==> config.mk <==
export PLATFORM = sky130hd
export DESIGN_NAME = mbt_base_timer
export DESIGN_NICKNAME = d
export VERILOG_FILES = /design/src/logic/mbt_base_timer.v
export VERILOG_INCLUDE_DIRS = /design/src /design/src/logic
export SDC_FILE = /design/constraint.sdc
export NUM_CORES = 2
export LEC_CHECK = 0
export BUFFER_PORTS_ARGS = -buffer_cell sky130_fd_sc_hd__buf_2
export CAP_MARGIN = 20
export CORE_MARGIN = 2
export CORE_UTILIZATION = 45
export DETAILED_ROUTE_END_ITERATION = 10
export HOLD_SLACK_MARGIN = 0.15
export MAX_ROUTING_LAYER = met4
export PLACE_DENSITY_LB_ADDON = 0.3
export SYNTH_ARGS = -nofsm -noshare
export SYNTH_HDL_FRONTEND = slang
export SYNTH_SLANG_ARGS = --single-unit
export TNS_END_PERCENT = 10
==> constraint.sdc <==
create_clock -name clk -period 8.1 [get_ports clk]
set_input_delay 0.405 -clock clk [delete_from_list [all_inputs] [get_ports clk]]
set_output_delay 0.405 -clock clk [all_outputs]
set_load 0.05 [all_outputs]
==> src/logic/mbt_consts.vh <==
// constants for the multifunction i/o base timer
// assumes a 32-bit axi4-lite register slave with 9-bit byte addresses
`ifndef MBT_CONSTS_VH
`define MBT_CONSTS_VH

// register index within a group, byte address = {group, index, 2'b00}
`define MBT_IDX_CTLA 4'h0
`define MBT_IDX_CTLB 4'h1
`define MBT_IDX_CNT 4'h2
`define MBT_IDX_OC0 4'h3
`define MBT_IDX_CHSEL 4'h4
`define MBT_IDX_STAT 4'h5
`define MBT_IDX_CHAN_BIT 3
`define MBT_ADDR_PINSEL 9'h100

// counter_control_a fields
`define MBT_SRC_LSB 0
`define MBT_DIV_LSB 2
`define MBT_IT_LSB 7
// counter_control_b fields
`define MBT_RT_LSB 0
`define MBT_RUN_BIT 4
`define MBT_MODE_LSB 5
// channel0_output_control fields
`define MBT_WMODE_LSB 0
`define MBT_ALT_BIT 6
// ext_pin_select_reg fields
`define MBT_PS_EVEN_LSB 2
`define MBT_PS_ODD_LSB 6

// count source codes
`define MBT_SRC_TB0 2'b01
`define MBT_SRC_ENC 2'b10
`define MBT_SRC_F1 2'b11
`define MBT_DIV_NONE 5'h1f

// reset timing codes
`define MBT_RT_OVF15 3'b001
`define MBT_RT_MATCH 3'b010
`define MBT_RT_OVF9 3'b011
`define MBT_RT_EXT 3'b100

// count modes
`define MBT_MODE_INC 2'b00
`define MBT_MODE_UPDN 2'b01
`define MBT_MODE_ENC 2'b10

// overflow interrupt select
`define MBT_IT_B15 2'b00
`define MBT_IT_B14 2'b01
`define MBT_IT_B9 2'b10

// pin select codes
`define MBT_PS_PIN_A 2'b01
`define MBT_PS_PIN_B 2'b10

`define MBT_CNT_RST 16'h0000
`define MBT_RESP_OKAY 2'b00
`define MBT_RESP_SLVERR 2'b10

`endif

==> src/logic/mbt_base_timer.v <==
// four-group base timer with capture/compare channel registers
// assumes an axi4-lite master on clk, encoder and ext irq pins asynchronous,
// tb0_irq_pulse a one-cycle pulse from logic on clk
//
// What this block does
// - four groups, 16-bit counter, eight channel registers
// - each channel picks measurement or waveform function
// - clock or encoder source divided by 2(n+1), undivided when n is 31
// - timer event source divided by 2(m+1)
// - run bit counts; cleared holds counter in reset
// - reset on match, low pin, bit overflow
// - ext reset pin chosen once for all even groups and once for all odd groups
// - match reset two counting ticks after match
// - paired groups reset each other
// - overflow flag from bit 9, 14 or 15
// - counter read returns live count
// - counter write loads while running, else ignored
// - up/down mode turns at FFFFh and 0000h
// - up/down with match turns down two counts later
// - two-phase mode counts all encoder edges
// - two-phase counting down skips match reset
`include "mbt_consts.vh"

module mbt_base_timer (
  // clock and reset
  input wire clk,
  input wire resetn,
  // axi4-lite write address and data
  input wire [8:0] s_axi_awaddr,
  input wire s_axi_awvalid,
  output wire s_axi_awready,
  input wire [31:0] s_axi_wdata,
  input wire [3:0] s_axi_wstrb,
  input wire s_axi_wvalid,
  output wire s_axi_wready,
  // axi4-lite write response
  output reg [1:0] s_axi_bresp,
  output reg s_axi_bvalid,
  input wire s_axi_bready,
  // axi4-lite read
  input wire [8:0] s_axi_araddr,
  input wire s_axi_arvalid,
  output wire s_axi_arready,
  output reg [31:0] s_axi_rdata,
  output reg [1:0] s_axi_rresp,
  output reg s_axi_rvalid,
  input wire s_axi_rready,
  // count source event from the neighbouring timer
  input wire tb0_irq_pulse,
  // encoder phases, groups 0 and 1
  input wire [1:0] encoder_phase_a,
  input wire [1:0] encoder_phase_b,
  // external interrupt pins, low level resets
  input wire ext_irq_pin_a,
  input wire ext_irq_pin_b,
  // status toward the system
  output wire [3:0] counter_overflow_flag,
  output wire [31:0] chan_wave_drive
);

  // write channel capture
  reg aw_have_r;
  reg w_have_r;
  reg [8:0] aw_addr_r;
  reg [31:0] w_data_r;
  reg [3:0] w_strb_r;
  wire wr_fire;
  wire wr_ok;
  wire [1:0] wr_grp;
  wire [3:0] wr_idx;
  reg [7:0] pinsel_r;
  reg [15:0] chan_r [0:31];
  reg [31:0] rd_val;
  reg rd_ok;
  wire [1:0] rd_grp;
  wire [3:0] rd_idx;
  wire [31:0] wmask;
  wire [31:0] wnew;
  integer i;

  // per-group state exposed for the read mux
  wire [35:0] ctla_v;
  wire [27:0] ctlb_v;
  wire [27:0] oc0_v;
  wire [63:0] chsel_v;
  wire [63:0] cnt_v;
  wire [3:0] down_v;
  wire [3:0] rst_evt;

  // synchronisers for pins
  reg [1:0] ea_s1_r;
  reg [1:0] ea_s2_r;
  reg [1:0] ea_p_r;
  reg [1:0] eb_s1_r;
  reg [1:0] eb_s2_r;
  reg [1:0] eb_p_r;
  reg [1:0] xp_s1_r;
  reg [1:0] xp_s2_r;

  // byte strobes widened to a bit mask; each register merges only its own lanes
  assign wmask = {{8{w_strb_r[3]}}, {8{w_strb_r[2]}}, {8{w_strb_r[1]}}, {8{w_strb_r[0]}}};
  assign wnew = w_data_r & wmask;

  assign s_axi_awready = ~aw_have_r;
  assign s_axi_wready = ~w_have_r;
  assign s_axi_arready = ~s_axi_rvalid;
  // write waits until the previous response has been taken
  assign wr_fire = aw_have_r & w_have_r & ~s_axi_bvalid;
  assign wr_grp = aw_addr_r[7:6];
  assign wr_idx = aw_addr_r[5:2];
  assign wr_ok = (aw_addr_r == `MBT_ADDR_PINSEL) |
    (~aw_addr_r[8] & (wr_idx[`MBT_IDX_CHAN_BIT] | (wr_idx <= `MBT_IDX_STAT)));
  assign rd_grp = s_axi_araddr[7:6];
  assign rd_idx = s_axi_araddr[5:2];

  always @(posedge clk or negedge resetn)
  begin
    if (!resetn)
    begin
      aw_have_r <= 1'b0;
      w_have_r <= 1'b0;
      aw_addr_r <= 9'h000;
      w_data_r <= 32'h0000_0000;
      w_strb_r <= 4'h0;
      s_axi_bvalid <= 1'b0;
      s_axi_bresp <= `MBT_RESP_OKAY;
    end
    else
    begin
      if (s_axi_awvalid && !aw_have_r)
      begin
        aw_have_r <= 1'b1;
        aw_addr_r <= s_axi_awaddr;
      end
      else if (wr_fire)
        aw_have_r <= 1'b0;
      if (s_axi_wvalid && !w_have_r)
      begin
        w_have_r <= 1'b1;
        w_data_r <= s_axi_wdata;
        w_strb_r <= s_axi_wstrb;
      end
      else if (wr_fire)
        w_have_r <= 1'b0;
      if (wr_fire)
      begin
        s_axi_bvalid <= 1'b1;
        s_axi_bresp <= wr_ok ? `MBT_RESP_OKAY : `MBT_RESP_SLVERR;
      end
      else if (s_axi_bready)
        s_axi_bvalid <= 1'b0;
    end
  end

  // pin selection and channel registers (global array)
  always @(posedge clk or negedge resetn)
  begin
    if (!resetn)
    begin
      pinsel_r <= 8'h00;
      for (i = 0; i < 32; i = i + 1)
        chan_r[i] <= 16'h0000;
    end
    else if (wr_fire)
    begin
      if (aw_addr_r == `MBT_ADDR_PINSEL)
        pinsel_r <= ((pinsel_r & ~wmask[7:0]) | wnew[7:0]) & 8'hcc;
      if (!aw_addr_r[8] && wr_idx[`MBT_IDX_CHAN_BIT])
        chan_r[{wr_grp, wr_idx[2:0]}] <=
          (chan_r[{wr_grp, wr_idx[2:0]}] & ~wmask[15:0]) | wnew[15:0];
    end
  end

  // read mux, answer registered one cycle after the address is taken
  always @*
  begin
    rd_val = 32'h0000_0000;
    rd_ok = ~s_axi_araddr[8];
    if (s_axi_araddr == `MBT_ADDR_PINSEL)
    begin
      rd_val = {24'h0, pinsel_r};
      rd_ok = 1'b1;
    end
    else if (!s_axi_araddr[8])
    begin
      if (rd_idx[`MBT_IDX_CHAN_BIT])
        rd_val = {16'h0, chan_r[{rd_grp, rd_idx[2:0]}]};
      else
        case (rd_idx)
          `MBT_IDX_CTLA: rd_val = {23'h0, ctla_v[rd_grp*9 +: 9]};
          `MBT_IDX_CTLB: rd_val = {25'h0, ctlb_v[rd_grp*7 +: 7]};
          `MBT_IDX_CNT: rd_val = {16'h0, cnt_v[rd_grp*16 +: 16]};
          `MBT_IDX_OC0: rd_val = {25'h0, oc0_v[rd_grp*7 +: 7]};
          `MBT_IDX_CHSEL: rd_val = {16'h0, chsel_v[rd_grp*16 +: 16]};
          `MBT_IDX_STAT: rd_val = {30'h0, down_v[rd_grp], counter_overflow_flag[rd_grp]};
          default: rd_ok = 1'b0;
        endcase
    end
  end

  always @(posedge clk or negedge resetn)
  begin
    if (!resetn)
    begin
      s_axi_rvalid <= 1'b0;
      s_axi_rdata <= 32'h0000_0000;
      s_axi_rresp <= `MBT_RESP_OKAY;
    end
    else if (s_axi_arvalid && !s_axi_rvalid)
    begin
      s_axi_rvalid <= 1'b1;
      s_axi_rdata <= rd_ok ? rd_val : 32'h0000_0000;
      s_axi_rresp <= rd_ok ? `MBT_RESP_OKAY : `MBT_RESP_SLVERR;
    end
    else if (s_axi_rready)
      s_axi_rvalid <= 1'b0;
  end

  // pins pass two flops; a third stage on the encoder phases keeps history for edge detection
  always @(posedge clk or negedge resetn)
  begin
    if (!resetn)
    begin
      ea_s1_r <= 2'b00;
      ea_s2_r <= 2'b00;
      ea_p_r <= 2'b00;
      eb_s1_r <= 2'b00;
      eb_s2_r <= 2'b00;
      eb_p_r <= 2'b00;
      xp_s1_r <= 2'b11;
      xp_s2_r <= 2'b11;
    end
    else
    begin
      ea_s1_r <= encoder_phase_a;
      ea_s2_r <= ea_s1_r;
      ea_p_r <= ea_s2_r;
      eb_s1_r <= encoder_phase_b;
      eb_s2_r <= eb_s1_r;
      eb_p_r <= eb_s2_r;
      xp_s1_r <= {ext_irq_pin_b, ext_irq_pin_a};
      xp_s2_r <= xp_s1_r;
    end
  end

  genvar g;
  generate
    for (g = 0; g < 4; g = g + 1)
    begin : grp
      reg [8:0] ctla_r;
      reg [6:0] ctlb_r;
      reg [6:0] oc0_r;
      reg [15:0] chsel_r;
      reg [15:0] cnt_r;
      reg [5:0] pre_r;
      reg stage_r;
      reg down_r;
      reg flag_r;
      wire wr_here = wr_fire & ~aw_addr_r[8] & (wr_grp == g);
      wire [1:0] src = ctla_r[`MBT_SRC_LSB +: 2];
      wire [4:0] div = ctla_r[`MBT_DIV_LSB +: 5];
      wire [1:0] itsel = ctla_r[`MBT_IT_LSB +: 2];
      wire [2:0] rt = ctlb_r[`MBT_RT_LSB +: 3];
      wire run = ctlb_r[`MBT_RUN_BIT];
      // up/down and two-phase exist only in groups 0 and 1
      wire [1:0] mode = (g < 2) ? ctlb_r[`MBT_MODE_LSB +: 2] : `MBT_MODE_INC;
      wire [1:0] ps = (g % 2 == 0) ? pinsel_r[`MBT_PS_EVEN_LSB +: 2]
                                   : pinsel_r[`MBT_PS_ODD_LSB +: 2];
      wire pin_low = (ps == `MBT_PS_PIN_A & ~xp_s2_r[0]) |
                     (ps == `MBT_PS_PIN_B & ~xp_s2_r[1]);
      wire enc_edge;
      wire enc_up;
      wire ev;
      wire nodiv;
      wire wrap;
      wire tick;
      wire up;
      wire [15:0] step;
      wire match_en = (rt == `MBT_RT_MATCH);
      wire ext_en = (rt == `MBT_RT_EXT) | (oc0_r[`MBT_ALT_BIT] & match_en);
      wire match_due = tick & stage_r & match_en;
      wire match_rst;
      wire ovf_rst;
      wire ovf_evt;
      wire pair_rst;
      if (g < 2)
      begin : enc
        // quadrature: every edge counts, direction from phase order
        assign enc_edge = (ea_s2_r[g] ^ ea_p_r[g]) | (eb_s2_r[g] ^ eb_p_r[g]);
        assign enc_up = ea_s2_r[g] ^ eb_p_r[g];
      end
      else
      begin : noenc
        assign enc_edge = 1'b0;
        assign enc_up = 1'b1;
      end
      assign ev = (src == `MBT_SRC_F1) | (src == `MBT_SRC_TB0 & tb0_irq_pulse) |
                  (src == `MBT_SRC_ENC & enc_edge);
      // timer event source has no bypass code; 31 then divides by 64
      assign nodiv = (src != `MBT_SRC_TB0) & (div == `MBT_DIV_NONE);
      assign wrap = (pre_r == {div, 1'b1});
      assign tick = run & ev & (nodiv | wrap);
      assign up = (mode == `MBT_MODE_UPDN) ? ~down_r :
                  (mode == `MBT_MODE_ENC) ? enc_up : 1'b1;
      assign step = up ? cnt_r + 16'h0001 : cnt_r - 16'h0001;
      assign match_rst = match_due & (mode == `MBT_MODE_INC |
                         (mode == `MBT_MODE_ENC & enc_up));
      assign ovf_rst = tick & up & ((rt == `MBT_RT_OVF15 & cnt_r == 16'hffff) |
                       (rt == `MBT_RT_OVF9 & cnt_r[9:0] == 10'h3ff));
      assign rst_evt[g] = run & ((ext_en & pin_low) | match_rst | ovf_rst);
      assign pair_rst = rst_evt[g] | rst_evt[g ^ 1];
      assign ovf_evt = tick & up & ((itsel == `MBT_IT_B15 & cnt_r == 16'hffff) |
                       (itsel == `MBT_IT_B14 & cnt_r[14:0] == 15'h7fff) |
                       (itsel == `MBT_IT_B9 & cnt_r[9:0] == 10'h3ff));

      always @(posedge clk or negedge resetn)
      begin
        if (!resetn)
        begin
          ctla_r <= 9'h000;
          ctlb_r <= 7'h00;
          oc0_r <= 7'h00;
          chsel_r <= 16'h0000;
          flag_r <= 1'b0;
        end
        else
        begin
          if (wr_here && wr_idx == `MBT_IDX_CTLA)
            ctla_r <= (ctla_r & ~wmask[8:0]) | wnew[8:0];
          if (wr_here && wr_idx == `MBT_IDX_CTLB)
            ctlb_r <= (ctlb_r & ~wmask[6:0]) | wnew[6:0];
          if (wr_here && wr_idx == `MBT_IDX_OC0)
            oc0_r <= ((oc0_r & ~wmask[6:0]) | wnew[6:0]) & 7'h47;
          if (wr_here && wr_idx == `MBT_IDX_CHSEL)
            chsel_r <= (chsel_r & ~wmask[15:0]) | wnew[15:0];
          // a new overflow wins over a write-one clear in the same cycle
          if (ovf_evt)
            flag_r <= 1'b1;
          else if (wr_here && wr_idx == `MBT_IDX_STAT && w_strb_r[0] && w_data_r[0])
            flag_r <= 1'b0;
        end
      end

      always @(posedge clk or negedge resetn)
      begin
        if (!resetn)
        begin
          cnt_r <= `MBT_CNT_RST;
          pre_r <= 6'h00;
          stage_r <= 1'b0;
          down_r <= 1'b0;
        end
        else if (!run)
        begin
          // stopped means held in reset
          cnt_r <= `MBT_CNT_RST;
          pre_r <= 6'h00;
          stage_r <= 1'b0;
          down_r <= 1'b0;
        end
        else
        begin
          if (ev)
            pre_r <= (nodiv | wrap) ? 6'h00 : pre_r + 6'h01;
          if (wr_here && wr_idx == `MBT_IDX_CNT)
            cnt_r <= (cnt_r & ~wmask[15:0]) | wnew[15:0];
          else if (pair_rst)
            cnt_r <= `MBT_CNT_RST;
          else if (tick)
            cnt_r <= step;
          // armed on the tick that leaves ch0; the next tick resets, period ch0+2
          if (pair_rst)
            stage_r <= 1'b0;
          else if (tick)
            stage_r <= match_en & up & (cnt_r == chan_r[g*8]);
          if (pair_rst || mode != `MBT_MODE_UPDN)
            down_r <= 1'b0;
          else if (tick)
          begin
            // turning on the step that lands on FFFFh, so FFFFh is still shown
            if (match_due || (up && cnt_r == 16'hfffe))
              down_r <= 1'b1;
            else if (!up && cnt_r == 16'h0001)
              down_r <= 1'b0;
          end
        end
      end

      assign ctla_v[g*9 +: 9] = ctla_r;
      assign ctlb_v[g*7 +: 7] = ctlb_r;
      assign oc0_v[g*7 +: 7] = oc0_r;
      assign chsel_v[g*16 +: 16] = chsel_r;
      assign cnt_v[g*16 +: 16] = cnt_r;
      assign down_v[g] = down_r;
      assign counter_overflow_flag[g] = flag_r;
      // enabled channel in waveform function drives its shared pin
      assign chan_wave_drive[g*8 +: 8] = chsel_r[15:8] & ~chsel_r[7:0];
    end
  endgenerate

endmodule

* Word-level counts from Yosys, hierarchy flattened *
Index checks and enable logic that the tools add are counted.

operators by class
  $add $sub $neg = 10
  $mul = 2
  magnitude comparators = 5
  equal/unequal tests = 107
  shift-type cells = 5
  muxes and demuxes = 95
  bitwise operators = 209
  reduce and logical (&&, ||, !) cells = 73

operators by type and width
  operator                                        number
  bitwise mux 512 bit                             1
  2-to-1 mux 16 bit                               23
  AND 16 bit                                      10
  binary-select mux 16 bit (select 5 bit)         2
  bitwise OR 16 bit                               9
  2-to-1 mux 32 bit                               4
  indexed part select 64 x 7 -> 16 bit            2
  equality test 16 bit (second input constant)    6
  one-hot mux 16 bit (6 select lines)             1
  AND 1 bit                                       90
  demux 16 bit (select 5 bit)                     1
  2-to-1 mux 6 bit                                12
  adder 16 x 1 -> 16 bit (second input constant)  4
  equality test 16 bit                            4
  equality test 15 bit (second input constant)    4
  AND 7 bit                                       8
  bitwise OR 7 bit                                8
  indexed part select 28 x 6 -> 7 bit             2
  2-to-1 mux 1 bit                                47
  bitwise OR 1 bit                                44
  logical AND 1 bit                               41
  AND 8 bit                                       5
  equality test 10 bit (second input constant)    4
  inverter 8 bit                                  5
  other kinds (44)                                169

storage, ports and cells
  flip-flop bits (word level) = 841
  word-level logic and storage cells = 591

* Logic depth before layout (Yosys ltp) *
  depth in word-level cells = 16
  depth in mapped cells = 12
  depth with buffers taken out = 9

* Worst setup path after synthesis *
Ideal clock, no wire load.

  path kind = reg-to-reg
  start = register s_axi_bvalid
  end = register chan_r[38] (netlist name)
  library setup time = 0.125 ns
  arrival = 2.607 ns
  data required time = 7.975 ns
  setup slack = 5.368 ns
  stages on the path, launching flop included = 9
  buffers on the path = 2
  cells stage by stage = dfrtp_1 -> nand3b_2 -> nor2_4 -> nand2_2 -> or3_1 -> clkbuf_1 -> nor2_1 -> buf_2 -> mux2_2

between the ends
  longest elaborated chain between the ends = 3

ends and longest elaborated chain
  element                         line                  RTL
  start: declaration              mbt_base_timer.v:38   output reg s_axi_bvalid,
  start signal: assignment        mbt_base_timer.v:125  s_axi_bvalid <= 1'b0;
  start signal: assignment        mbt_base_timer.v:147  s_axi_bvalid <= 1'b1;
  start signal: assignment        mbt_base_timer.v:151  s_axi_bvalid <= 1'b0;
  inverter 1 bit                  mbt_base_timer.v:108  assign wr_fire = aw_have_r & w_have_r & ~s_axi_bvalid;
  AND 1 bit                       mbt_base_timer.v:108
  AND reduction 2 bit (no line)   --
  end signal: indexed assignment  mbt_base_timer.v:169  chan_r[{wr_grp, wr_idx[2:0]}] <=
  end: declaration                mbt_base_timer.v:72   reg [15:0] chan_r [0:31];

Every way passes these cells.
A chain may end at the register's enable or synchronous reset.

* Worst setup path after layout *
  start = register aw_addr_r[2]
  end = register chan_r[8] (netlist name)

between the ends
  longest elaborated chain between the ends = 7
  elaborated cells between the ends (all ways) = 12

ends and longest elaborated chain
  element                                               line                  RTL
  start: declaration                                    mbt_base_timer.v:64   reg [8:0] aw_addr_r;
  start signal: assignment                              mbt_base_timer.v:133  aw_addr_r <= s_axi_awaddr;
  inverter 5 -> 6 bit *                                 mbt_base_timer.v:170  (chan_r[{wr_grp, wr_idx[2:0]}] & ~wmask[15:0]) | wnew[15:0];
  binary-select mux 16 bit (select 5 bit)               mbt_base_timer.v:170
  2-to-1 mux 16 bit (not written as such) (2 in a row)  mbt_base_timer.v:170
  AND 16 bit                                            mbt_base_timer.v:170
  bitwise OR 16 bit                                     mbt_base_timer.v:170
  bitwise mux 512 bit *                                 mbt_base_timer.v:169

Every way passes the cells marked *; elsewhere a longest branch is shown, timed or not. The select of a mux whose other input is x is not followed.

==> qor.txt <==
Status - completed
DP Worst Slack - 3960 ps
Die Span Y - 324 um
Register area share after synthesis - 0.446
Final core utilization - 0.502
Routed len/inst - 30.5 um
Total GRT Usage - 0.298
IO Port Bufs - 108
Final setup fails - 0
F_max - 0.240 GHz
Min Hold Slack - 208 ps
Final min period - 4170 ps
DR vias/cell - 6.54
Commonest cells in the netlist - dfrtp_1 (819), mux2_2 (698), mux4_2 (342)
Yosys cell types - 91
Die W - 324 um
Synth-to-Final Area Change - 10.6%
Synth Area per Inst - 13.0 um2
Unrepaired setup endpoints after global routing - no
Most common cell in the synthesized netlist - dfrtp_1
DR iter-0 viols - 3887
Worst setup SP type - register
Total grt overflow - 0
Sink Count - 823
Critical path arrival - 4720 ps
Skew-Pair Late Insertion Delay - 680 ps
Crit path kind - reg -> reg
Area of the multi-input gates - 0.0239 mm2
Fraction of layout instances using a drive strength above 1 - 0.393
Hold_buf cts - 39
Kind of end point of the critical path - register
Setup repair bufs after CTS - 0
FFs w/ async S/R, synth - 1.00
Top_reg_cell synth - dfrtp_1
Top cell type's share of synthesized area - 0.443
Final Max Tran Viols - 0
Maxcap violations - 0
FF/Latch Area - 0.0206 mm2
Yosys Warn Count - 0
Core area - 0.102 mm2
Drt pass-1 iters - 6
Initial antenna violation count - 9
Slew @ Worst Pin - 1220 ps
Die footprint - 0.105 mm2
Synth Instances - 3558
Root Buffer - clkbuf_16
#FFs+latches synth - 823
Cells resized by post-CTS repair - 0
Area contributors post-synth - dfrtp_1 (44%), mux2_2 (17%), mux4_2 (17%)
Hold crit path type - in -> reg
Nets - 3650
Worst path required time - 8650 ps
LEAKAGE - 22.9 nW
Ports - 145
Post-synth EDFFs - 0
Cell Area, Synth - 0.0462 mm2
Drt drc - 0
Worst VDD drop - 0.000267 V
Fin crit share - 0.515
Row count - 117
First-pass GRT wire length - 225000 um
Worst Skew - 31.5 ps
Synth area leader - dfrtp_1
CP max FO - 73
Total Neg Setup Slack - 0 ps
Fill cells - 8937
WL final - 153000 um
Power consumption - 0.0147 W
Antenna Nets Post-Route - 0
Headroom to the max-slew limit - 0.178
Total number of vias - 32700
Final Hold Vio Count - 0
Clock Path Buffers - 3
Reg clk slew, reported paths - 60 ps
RePlAce Congestion - 0.986
Power Dens Cells - 287 mW/mm2
Initial Util - 0.454
Pin count of the biggest net entering global routing - 185
CTS tree - built
Vias in the first global route - 32200
TritonCTS Buffers - 90
H-tree Lvls - 3
Setup WS post-layout - 3930 ps
HPWL after DPL - 102000 um
where the power goes:
part	switching [W]	internal, W	total, W
logic	0.00273	0.00186	0.00459
registers	0.000991	0.00487	0.00586
clock network	0.00178	0.00244	0.00422
total	0.00549	0.00917	0.0147
cells in the final DEF (no fill, tap or decap), drive strengths merged, types with 27 or more instances in the layout:
master / synthesis / routed
xor2: 40 / 40
and3: 55 / 55
buf: 162 / 182
nand4: 27 / 27
mux2: 708 / 708
nor3: 46 / 46
nor2: 121 / 121
nand3: 70 / 70
o22ai: 35 / 35
nand2: 204 / 204
clkbuf: 158 / 128
nor2b: 55 / 55
o21ai: 98 / 98
dlygate4sd3: 0 / 39
dfrtp: 819 / 819
a31oi: 52 / 52
mux4: 342 / 342
xnor2: 56 / 56
mux2i: 46 / 46
a21oi: 94 / 94
inv: 56 / 59
path summary, 6_finish.rpt:
path | startpoint | endpoint | slack, ps | cells after the start
max in group asynchronous | resetn | w_data_r[13] | 5910 | 4
max reg2reg | aw_addr_r[2] | chan_r[8] | 3930 | 8
max | aw_addr_r[2] | chan_r[8] | 3930 | 8
min | s_axi_araddr[8] | s_axi_rresp[1] | 210 | 3
min in group asynchronous | resetn | grp[2].pre_r[5] | 330 | 2
min reg2reg | ea_s1_r[1] | ea_s2_r[1] | 350 | 0
per-stage QoR:
stage / area (um2) / instances
2_1_floorplan: 46300 / 3575
6_report: 51100 / 5007
5_1_grt: 51100 / 5006
3_5_place_dp: 47700 / 4803
4_1_cts: 51100 / 5000
3_3_place_gp: 47600 / 4798
kinds of logic after synthesis:
family / synth area share
compound gates: 0.0659
xor+xnor: 0.0182
fa+ha+maj: 0.00379
buf+inv: 0.0406
flops: 0.446
mux: 0.350
other cells: 0.0000811
simple gates: 0.0759
layout make-up:
cell class              instances  share of cell area
multi-input cells            2376               0.467
clock inverters                30             0.00732
clock buffers                 128              0.0511
diodes                          5            0.000245
flip-flops and latches        823               0.403
repair buffers                221              0.0334
well taps                    1368              0.0335
inverters                      56             0.00411
layer usage:
layer  GRT usage  up-vias  wire length, um
li1            -    13500                -
met1       0.396    17200            61400
met2       0.432     1647            68700
met3      0.0703      365            14400
met4       0.141        0             8300
met5           -        -                0
worst max-delay path, stage by stage, from the launching register on:
cell and delay (ps):
dfrtp_4 990, buf_12 540, mux4_2 590, inv_1 70, o22ai_1 150, a311oi_1 510, o211ai_1 160, mux2_2 550
mux2_2 370
No activity file was read; power rests on OpenSTA's default activity.
